===== src/hw/lp_sdram_regs.svh =====
// timing counts and sizes for the self refresh / mode read block
// assumes a 100 MHz system clock sampling the link clock
`ifndef LP_SDRAM_REGS_SVH
`define LP_SDRAM_REGS_SVH
`define CLK_PERIOD_NS 10
// minimum self refresh residence, ns
`define T_CKESR_NS 15
`define T_CKESR_CYC ((`T_CKESR_NS + `CLK_PERIOD_NS - 1) / `CLK_PERIOD_NS)
// command to first data beat, in link clock periods
`define READ_LATENCY 3
`define MRR_BEATS 4
`define MRR_CMD_CYCLES 2
`define BANK_COUNT 4
// internal refresh interval in self refresh, system cycles
`define SELF_REF_INTERVAL 4000
`endif


===== src/hw/lp_sdram_pkg.sv =====
// types shared by the self refresh / mode register read block
// assumes nothing of its surroundings
package lp_sdram_pkg;
	typedef struct packed {
		logic cke;
		logic cs_n;
		logic [9:0] ca;
	} cmd_pins_t;
	typedef struct packed {
		logic [7:0] addr;
		logic valid;
	} mrr_req_t;
	typedef enum logic [1:0] {
		ST_IDLE,
		ST_SELF_REF,
		ST_EXIT
	} power_state_t;
endpackage : lp_sdram_pkg


===== src/hw/mrr_burst.sv =====
// mode register read data burst: latency, four beats, strobe toggling
// assumes link_rise pulses once per sampled link clock rising edge
`timescale 1ns/10ps
`include "lp_sdram_regs.svh"
module mrr_burst #(
	parameter int DQ_WIDTH = 16,
	parameter int LATENCY = `READ_LATENCY
) (
	input wire logic clock,
	input wire logic srst,
	input wire logic link_rise,
	input wire logic link_fall,
	input wire logic start,
	input wire logic [7:0] reg_data,
	input wire logic reg_known,
	output logic [DQ_WIDTH-1:0] dq_out,
	output logic dq_oe_n,
	output logic dqs_out,
	output logic dqs_oe_n,
	output logic busy
);
	import lp_sdram_pkg::*;
	logic [3:0] lat_q, lat_d;
	logic [3:0] half_q, half_d;
	logic run_q, run_d;
	logic [7:0] data_q, data_d;
	logic known_q, known_d;
	logic [DQ_WIDTH-1:0] dq_q, dq_d;
	logic dqs_q, dqs_d;
	logic [DQ_WIDTH-1:0] filler_q, filler_d;
	// ==========================================================
	// burst sequencing
	always_comb begin
		lat_d = lat_q;
		half_d = half_q;
		run_d = run_q;
		data_d = data_q;
		known_d = known_q;
		dq_d = dq_q;
		dqs_d = dqs_q;
		filler_d = filler_q;
		if (start) begin
			lat_d = 4'(LATENCY);
			run_d = 1'b0;
			data_d = reg_data;
			known_d = reg_known;
			half_d = 4'h0;
		end else if (lat_q != 4'h0 && link_rise) begin
			lat_d = lat_q - 4'h1;
			if (lat_q == 4'h1) begin
				run_d = 1'b1;
			end
		end else if (run_q && (link_rise || link_fall)) begin
			// filler is arbitrary but defined data on other beats
			filler_d = {filler_q[DQ_WIDTH-2:0], ~filler_q[DQ_WIDTH-1]};
			dqs_d = ~dqs_q;
			if (half_q == 4'h0) begin
				// first beat carries the register if reg_known was set, else all filler; upper lanes filler
				dq_d = filler_q;
				if (known_q) begin
					dq_d[7:0] = data_q;
				end
			end else begin
				dq_d = filler_q;
			end
			half_d = half_q + 4'h1;
			// edge after the last beat parks the strobe low, ends drive
			if (half_q == 4'(`MRR_BEATS)) begin
				run_d = 1'b0;
				dqs_d = 1'b0;
			end
		end
	end
	always_ff @(posedge clock) begin
		if (srst) begin
			lat_q <= 4'h0;
			half_q <= 4'h0;
			run_q <= 1'b0;
			data_q <= 8'h00;
			known_q <= 1'b0;
			dq_q <= '0;
			dqs_q <= 1'b0;
			filler_q <= '0;
		end else begin
			lat_q <= lat_d;
			half_q <= half_d;
			run_q <= run_d;
			data_q <= data_d;
			known_q <= known_d;
			dq_q <= dq_d;
			dqs_q <= dqs_d;
			filler_q <= filler_d;
		end
	end
	assign dq_out = dq_q;
	assign dqs_out = dqs_q;
	assign dq_oe_n = ~run_q;
	assign dqs_oe_n = ~run_q;
	assign busy = run_q || lat_q != 4'h0;
endmodule : mrr_burst


===== src/hw/lp_sdram_ctrl.sv =====
// device side command decode: self refresh, bank mask, mode register read
// assumes host drives link clock and command pins; all are asynchronous
`timescale 1ns/10ps
`include "lp_sdram_regs.svh"
module lp_sdram_ctrl #(
	parameter int DQ_WIDTH = 16,
	parameter int SELF_REF_INTERVAL = `SELF_REF_INTERVAL
) (
	input wire logic clock,
	input wire logic srst,
	input wire logic link_clk,
	input wire lp_sdram_pkg::cmd_pins_t pins,
	input wire logic [`BANK_COUNT-1:0] bank_mask,
	input wire logic [7:0] segment_mask,
	input wire logic [7:0] reg_read_data,
	input wire logic reg_read_known,
	output lp_sdram_pkg::mrr_req_t reg_read_req,
	output logic [DQ_WIDTH-1:0] dq_out,
	output logic dq_oe_n,
	output logic dqs_out,
	output logic dqs_oe_n,
	output logic [`BANK_COUNT-1:0] bank_refresh,
	output logic [7:0] segment_refresh,
	output logic in_self_refresh,
	output logic exit_pending
);
	import lp_sdram_pkg::*;
	// ==========================================================
	// pin synchronisers
	logic clk_s1_q, clk_s2_q, clk_s3_q;
	cmd_pins_t pins_s1_q, pins_s2_q;
	always_ff @(posedge clock) begin
		clk_s1_q <= link_clk;
		clk_s2_q <= clk_s1_q;
		clk_s3_q <= clk_s2_q;
		pins_s1_q <= pins;
		pins_s2_q <= pins_s1_q;
	end
	// edges found from the second stage onward only
	logic link_rise, link_fall;
	assign link_rise = clk_s2_q && !clk_s3_q;
	assign link_fall = !clk_s2_q && clk_s3_q;
	// ==========================================================
	// command decode at link rising edges, upper read address at falling edges
	logic prev_cke_q, prev_cke_d;
	logic mrr_half_q, mrr_half_d;
	logic [5:0] mrr_lo_q, mrr_lo_d;
	mrr_req_t req_q, req_d;
	logic sr_entry, mrr_rise;
	logic burst_busy;
	power_state_t st_q, st_d;
	assign sr_entry = link_rise && prev_cke_q && !pins_s2_q.cke
		&& !pins_s2_q.cs_n && pins_s2_q.ca[2:0] == 3'b100;
	assign mrr_rise = link_rise && pins_s2_q.cke && !pins_s2_q.cs_n
		&& pins_s2_q.ca[3:0] == 4'b1000 && st_q == ST_IDLE;
	always_comb begin
		prev_cke_d = prev_cke_q;
		mrr_half_d = mrr_half_q;
		mrr_lo_d = mrr_lo_q;
		req_d = req_q;
		req_d.valid = 1'b0;
		if (link_rise) begin
			prev_cke_d = pins_s2_q.cke;
		end
		// the fall half of the command carries the upper address bits
		if (link_fall && mrr_half_q) begin
			mrr_half_d = 1'b0;
			req_d.addr = {pins_s2_q.ca[1:0], mrr_lo_q};
			req_d.valid = 1'b1;
		end else if (mrr_rise && !burst_busy) begin
			// a new read while one runs is dropped, not truncating it
			mrr_half_d = 1'b1;
			mrr_lo_d = pins_s2_q.ca[9:4];
		end
	end
	always_ff @(posedge clock) begin
		if (srst) begin
			prev_cke_q <= 1'b0;
			mrr_half_q <= 1'b0;
			mrr_lo_q <= 6'h00;
			req_q <= '0;
		end else begin
			prev_cke_q <= prev_cke_d;
			mrr_half_q <= mrr_half_d;
			mrr_lo_q <= mrr_lo_d;
			req_q <= req_d;
		end
	end
	assign reg_read_req = req_q;
	// ==========================================================
	// self refresh state and internal refresh timer
	logic [15:0] timer_q, timer_d;
	logic [15:0] exit_cnt_q, exit_cnt_d;
	logic refresh_now;
	always_comb begin
		st_d = st_q;
		timer_d = timer_q;
		exit_cnt_d = exit_cnt_q;
		refresh_now = 1'b0;
		case (st_q)
			ST_IDLE: begin
				if (sr_entry) begin
					st_d = ST_SELF_REF;
					timer_d = 16'(`T_CKESR_CYC);
				end
			end
			ST_SELF_REF: begin
				// runs from the system clock: link clock may be stopped
				if (timer_q == 16'h0000) begin
					refresh_now = 1'b1;
					timer_d = 16'(SELF_REF_INTERVAL);
				end else begin
					timer_d = timer_q - 16'h0001;
				end
				// only cke is looked at here
				if (link_rise && pins_s2_q.cke) begin
					st_d = ST_EXIT;
					exit_cnt_d = 16'(`T_CKESR_CYC);
				end
			end
			ST_EXIT: begin
				// exit interval counted from first edge with cke high
				if (exit_cnt_q != 16'h0000) begin
					exit_cnt_d = exit_cnt_q - 16'h0001;
				end else begin
					st_d = ST_IDLE;
				end
				if (sr_entry) begin
					st_d = ST_SELF_REF;
					timer_d = 16'(`T_CKESR_CYC);
				end
			end
			default: begin
				st_d = ST_IDLE;
			end
		endcase
	end
	always_ff @(posedge clock) begin
		if (srst) begin
			st_q <= ST_IDLE;
			timer_q <= 16'h0000;
			exit_cnt_q <= 16'h0000;
		end else begin
			st_q <= st_d;
			timer_q <= timer_d;
			exit_cnt_q <= exit_cnt_d;
		end
	end
	// ==========================================================
	// per bank refresh gating; power down never refreshes
	logic [`BANK_COUNT-1:0] bank_ref_q, bank_ref_d;
	logic [7:0] seg_ref_q, seg_ref_d;
	genvar b;
	generate
		for (b = 0; b < `BANK_COUNT; b++) begin : g_bank
			assign bank_ref_d[b] = refresh_now && !bank_mask[b];
		end
	endgenerate
	assign seg_ref_d = (refresh_now && bank_ref_d != '0) ?
		~segment_mask : 8'h00;
	always_ff @(posedge clock) begin
		if (srst) begin
			bank_ref_q <= '0;
			seg_ref_q <= 8'h00;
		end else begin
			bank_ref_q <= bank_ref_d;
			seg_ref_q <= seg_ref_d;
		end
	end
	assign bank_refresh = bank_ref_q;
	assign segment_refresh = seg_ref_q;
	assign in_self_refresh = st_q == ST_SELF_REF;
	assign exit_pending = st_q == ST_EXIT;
	// ==========================================================
	// read burst
	mrr_burst #(
		.DQ_WIDTH(DQ_WIDTH),
		.LATENCY(`READ_LATENCY)
	) u_burst (
		.clock(clock),
		.srst(srst),
		.link_rise(link_rise),
		.link_fall(link_fall),
		.start(req_q.valid),
		.reg_data(reg_read_data),
		.reg_known(reg_read_known),
		.dq_out(dq_out),
		.dq_oe_n(dq_oe_n),
		.dqs_out(dqs_out),
		.dqs_oe_n(dqs_oe_n),
		.busy(burst_busy)
	);
endmodule : lp_sdram_ctrl


===== config.mk =====
export PLATFORM = sky130hd
export DESIGN_NAME = lp_sdram_ctrl
export DESIGN_NICKNAME = d
export VERILOG_FILES = /design/src/hw/lp_sdram_pkg.sv /design/src/hw/mrr_burst.sv /design/src/hw/lp_sdram_ctrl.sv
export VERILOG_INCLUDE_DIRS = /design/src /design/src/hw
export SDC_FILE = /design/constraint.sdc
export NUM_CORES = 1
export LEC_CHECK = 0
export ABC_AREA = 1
export BUFFER_PORTS_ARGS = -buffer_cell sky130_fd_sc_hd__buf_2
export CORE_ASPECT_RATIO = 0.6
export CORE_UTILIZATION = 40
export CTS_BUF_LIST = sky130_fd_sc_hd__clkbuf_8
export DETAILED_ROUTE_END_ITERATION = 16
export GPL_TIMING_DRIVEN = 0
export SLEW_MARGIN = 10
export SYNTH_ARGS = -nofsm -noshare
export SYNTH_HDL_FRONTEND = slang
export SYNTH_SLANG_ARGS = --single-unit

===== constraint.sdc =====
create_clock -name clock -period 2.12 [get_ports clock]
set_input_delay 0.106 -clock clock [delete_from_list [all_inputs] [get_ports clock]]
set_output_delay 0.106 -clock clock [all_outputs]
set_load 0.03 [all_outputs]

==> results.py <==
metrics = {
    "sta": {
        "period_minus_slack_ns": 1.908,
        "fin_crit_sh_pct": 89.98,
        "fmax_mhz": 524.2,
        "maxSlewHeadroom_pct": 55.20,
        "tns_ns": 0,
        "rsz0062_at_grt": "false",
        "skew_ns": 0.01738,
        "setup_viol": 0,
        "hold_slack_ns": 0.03399,
        "tightest_slew_ns": 0.6720,
        "hold_viol": 0,
        "slew_violations": 0,
    },
    "detailed_routing": {
        "drcViolationCount": 0,
        "via_count": 4974,
        "wire_per_inst_um": 13.04,
        "routed_wl_um": 13550,
        "drt_iter0_drc": 389,
        "ant_nets": 0,
        "first_pass_iters": 5,
        "vias_per_cell": 4.787,
    },
    "placement": {
        "portBuffers": 76,
        "routabilityCongestion": 0.8775,
        "dp_hpwl_um": 9775,
    },
    "worst_setup_path": {
        "cp.required_ns": 2.44,
        "startpoint_type": "flip-flop",
        "reg2reg_from": "clk_s2_q",
        "crit_fanout": 10,
        "end_kind": "flip-flop",
        "crit_buf_inv": 3,
        "crit_chain": "inv_1, ha_1, nor2_2, nand2_4, nor2_8, inv_2, buf_6, a211oi_1, nor2_1",
        "slowest_delay_ns": 0.36,
        "r2r_cells": 9,
        "cp_slowest_cell": "dfxtp_1",
        "criticalPathCategory": "flip-flop to flip-flop",
        "ff2ff_setup_slack_ns": 0.21,
        "crit_family": "simple AND/OR/NAND/NOR gates",
        "worstReg2RegEnd": "u_burst.dq_out[4]",
        "startpoint": "clk_s2_q",
        "critPathArrivalTime_ns": 2.23,
    },
    "run": {
        "drv_cap": 0,
    },
    "synth": {
        "synth-async-reset-ratio_pct": 0,
        "synth_flop_cell": "dfxtp_1",
        "yosysWarnings": 0,
        "synth_nets": 773,
        "netlist_instances": 727,
        "synth_area_sq_um": 5527,
        "synth.distinct_cells": 33,
        "ys_ff_latch": 134,
        "synth_edf_count": 0,
        "avgSynthCellArea_sq_um": 7.602,
        "ys_seq_area_share_pct": 48.54,
    },
    "min_path": {
        "min-delay-start": "srst",
        "whs_path_depth": 2,
        "min_path_type": "input pin to flip-flop",
        "worstHoldEndpoint": "timer_q[8]",
    },
    "final_layout": {
        "final_core_util_pct": 52.37,
        "layout_commonest_cell": "nor2_1",
        "area_growth_pct": 24.81,
        "diodes": 0,
        "drive_above_1_share_pct": 17.95,
        "final_cell_mix": "nor2_1, dfxtp_1, nand2_1",
        "fin_nets": 902,
        "multi_input_area_sq_um": 2389,
        "seq_area_sq_um": 2683,
        "num-fill-cells": 1267,
    },
    "global_route": {
        "grt_max_degree": 17,
        "globalRouteOverflowTotal": 0,
        "antenna_found_initial": 0,
        "busiest_layer": "met2",
        "met1_usage_pct": 27.88,
        "grt_pass1_wl_um": 22550,
        "grt_pass1_vias": 4732,
        "grtUsageMet3_pct": 5.422,
        "grt_use_total_pct": 20.13,
        "globalRouteMet2Util_pct": 30.38,
    },
    "pwr": {
        "vdd_ir_drop_max_mv": 0.4568,
        "p_per_area_nw_per_um2": 736.4,
        "fin_total_pwr_mw": 5.080,
        "power_leakage_nw": 3.231,
    },
    "outcome": {
        "status": "finished clean",
    },
    "floorplanning": {
        "die_x_um": 153.7,
        "initial_core_util_pct": 41.95,
        "die_h_um": 93.05,
        "rows": 32,
        "top_level_ports": 78,
        "core_sq_um": 13170,
        "die_area_sq_um": 14310,
    },
    "clock_network": {
        "cts_tree": "built",
        "worstSkewPairLatency_ns": 0.45,
        "path_clk_slew_ns": 0.09,
        "clockBufferDepth": 2,
        "root_buffer": "clkbuf_8",
        "cts_made_buffers": 17,
        "htreeDepth": 4,
        "cts_sinks": 134,
    },
}
## flip-flops by register name, indices dropped and copies added (netlist names), 2 cells and up
name              count
u_burst.data_q        8
pins_s1_q            12
timer_q              16
st_q                  2
u_burst.filler_q     15
exit_cnt_q           16
mrr_lo_q              6
reg_read_req          9
bank_refresh          4
u_burst.half_q        4
u_burst.dq_out       10
u_burst.lat_q         4
pins_s2_q            12
segment_refresh       8
## layer usage
metal	part of all wire, %	vias to the layer above
met5	0	-
met4	0.88	0
met3	6.2	15
met2	41	133
met1	51	2260
li1	-	2566
## power breakdown
part | switching (mW) | internal [mW] | total [mW]
Combinational | 0.100 | 0.0926 | 0.193
Sequential | 0.0124 | 2.55 | 2.56
Clock | 1.20 | 1.13 | 2.32
Total | 1.31 | 3.77 | 5.08
## worst register-to-register path: cells and delay by family (launching register included)
| kind | cells | cell delay, ns |
|---|---|---|
| fa+ha+maj | 1 | 0.33 |
| buf+inv | 3 | 0.33 |
| compound gates | 1 | 0.25 |
| simple gates | 4 | 0.53 |
| flops | 1 | 0.36 |
## kinds of logic after synthesis
group | synth area share (%)
buf+inv | 8.241
xor+xnor | 2.219
flops | 48.54
fa+ha+maj | 2.264
simple gates | 27.87
compound gates | 10.87
## synthesized netlist by cell type, types with 3 or more instances
| cell | number | area share, % |
|---|---|---|
| nor2_1 | 155 | 11 |
| dfxtp_1 | 134 | 49 |
| nand2_1 | 113 | 7.7 |
| inv_1 | 69 | 4.7 |
| nand3_1 | 58 | 5.3 |
| o21ai_0 | 50 | 4.5 |
| a21oi_1 | 38 | 3.4 |
| clkbuf_1 | 12 | 0.81 |
| ha_1 | 10 | 2.3 |
| xor2_1 | 10 | 1.6 |
| a211oi_1 | 9 | 1.2 |
| buf_4 | 9 | 1.2 |
| buf_2 | 7 | 0.63 |
| nand2_2 | 6 | 0.68 |
| nor2_2 | 6 | 0.68 |
| a21oi_2 | 5 | 0.79 |
| nand4_1 | 5 | 0.57 |
| inv_2 | 4 | 0.27 |
| nor3_1 | 4 | 0.36 |
| xnor2_1 | 4 | 0.63 |
| buf_6 | 3 | 0.61 |
| nor2_4 | 3 | 0.61 |
## per-stage QoR
step / worst slack [ns] / std cells / instance area, sq um
detailed placement: 0.2832 / 973 / 6120
CTS: 0.2601 / 1039 / 6898
finish: 0.2124 / 1039 / 6898
global route: 0.1002 / 1039 / 6898
global placement: 0.3183 / 973 / 6120
floorplan: 0.5656 / 727 / 5527
## final cells by class
cell class | count | share of cell area, %
plain buffers | 31 | 2.630
clock buffers | 17 | 3.392
clock inverters | 15 | 2.957
inverters | 73 | 3.972
multi-input cells | 489 | 34.63
flip-flops and latches | 134 | 38.89
well taps | 170 | 3.084
repair buffers | 110 | 10.45
## how the worst max path moves through the flow
stage | endpoint | slack [ns] | cells after the start
after global placement | u_burst.dq_out[4] | 0.32 | 9
after floorplan | u_burst.dq_out[4] | 0.57 | 9
after global routing | u_burst.dq_out[4] | 0.10 | 10
after detailed placement | u_burst.dq_out[4] | 0.28 | 10
after CTS | exit_pending | 0.26 | 4
final | u_burst.dq_out[4] | 0.21 | 9
## what timing repair did
action | in CTS | in global routing
buffers inserted | 0 | 0
hold buffers | 34 | 0
resized for setup | 0 | 0
endpoints found under the hold margin | 34 | 0
Power figures use the tool's default switching activity.
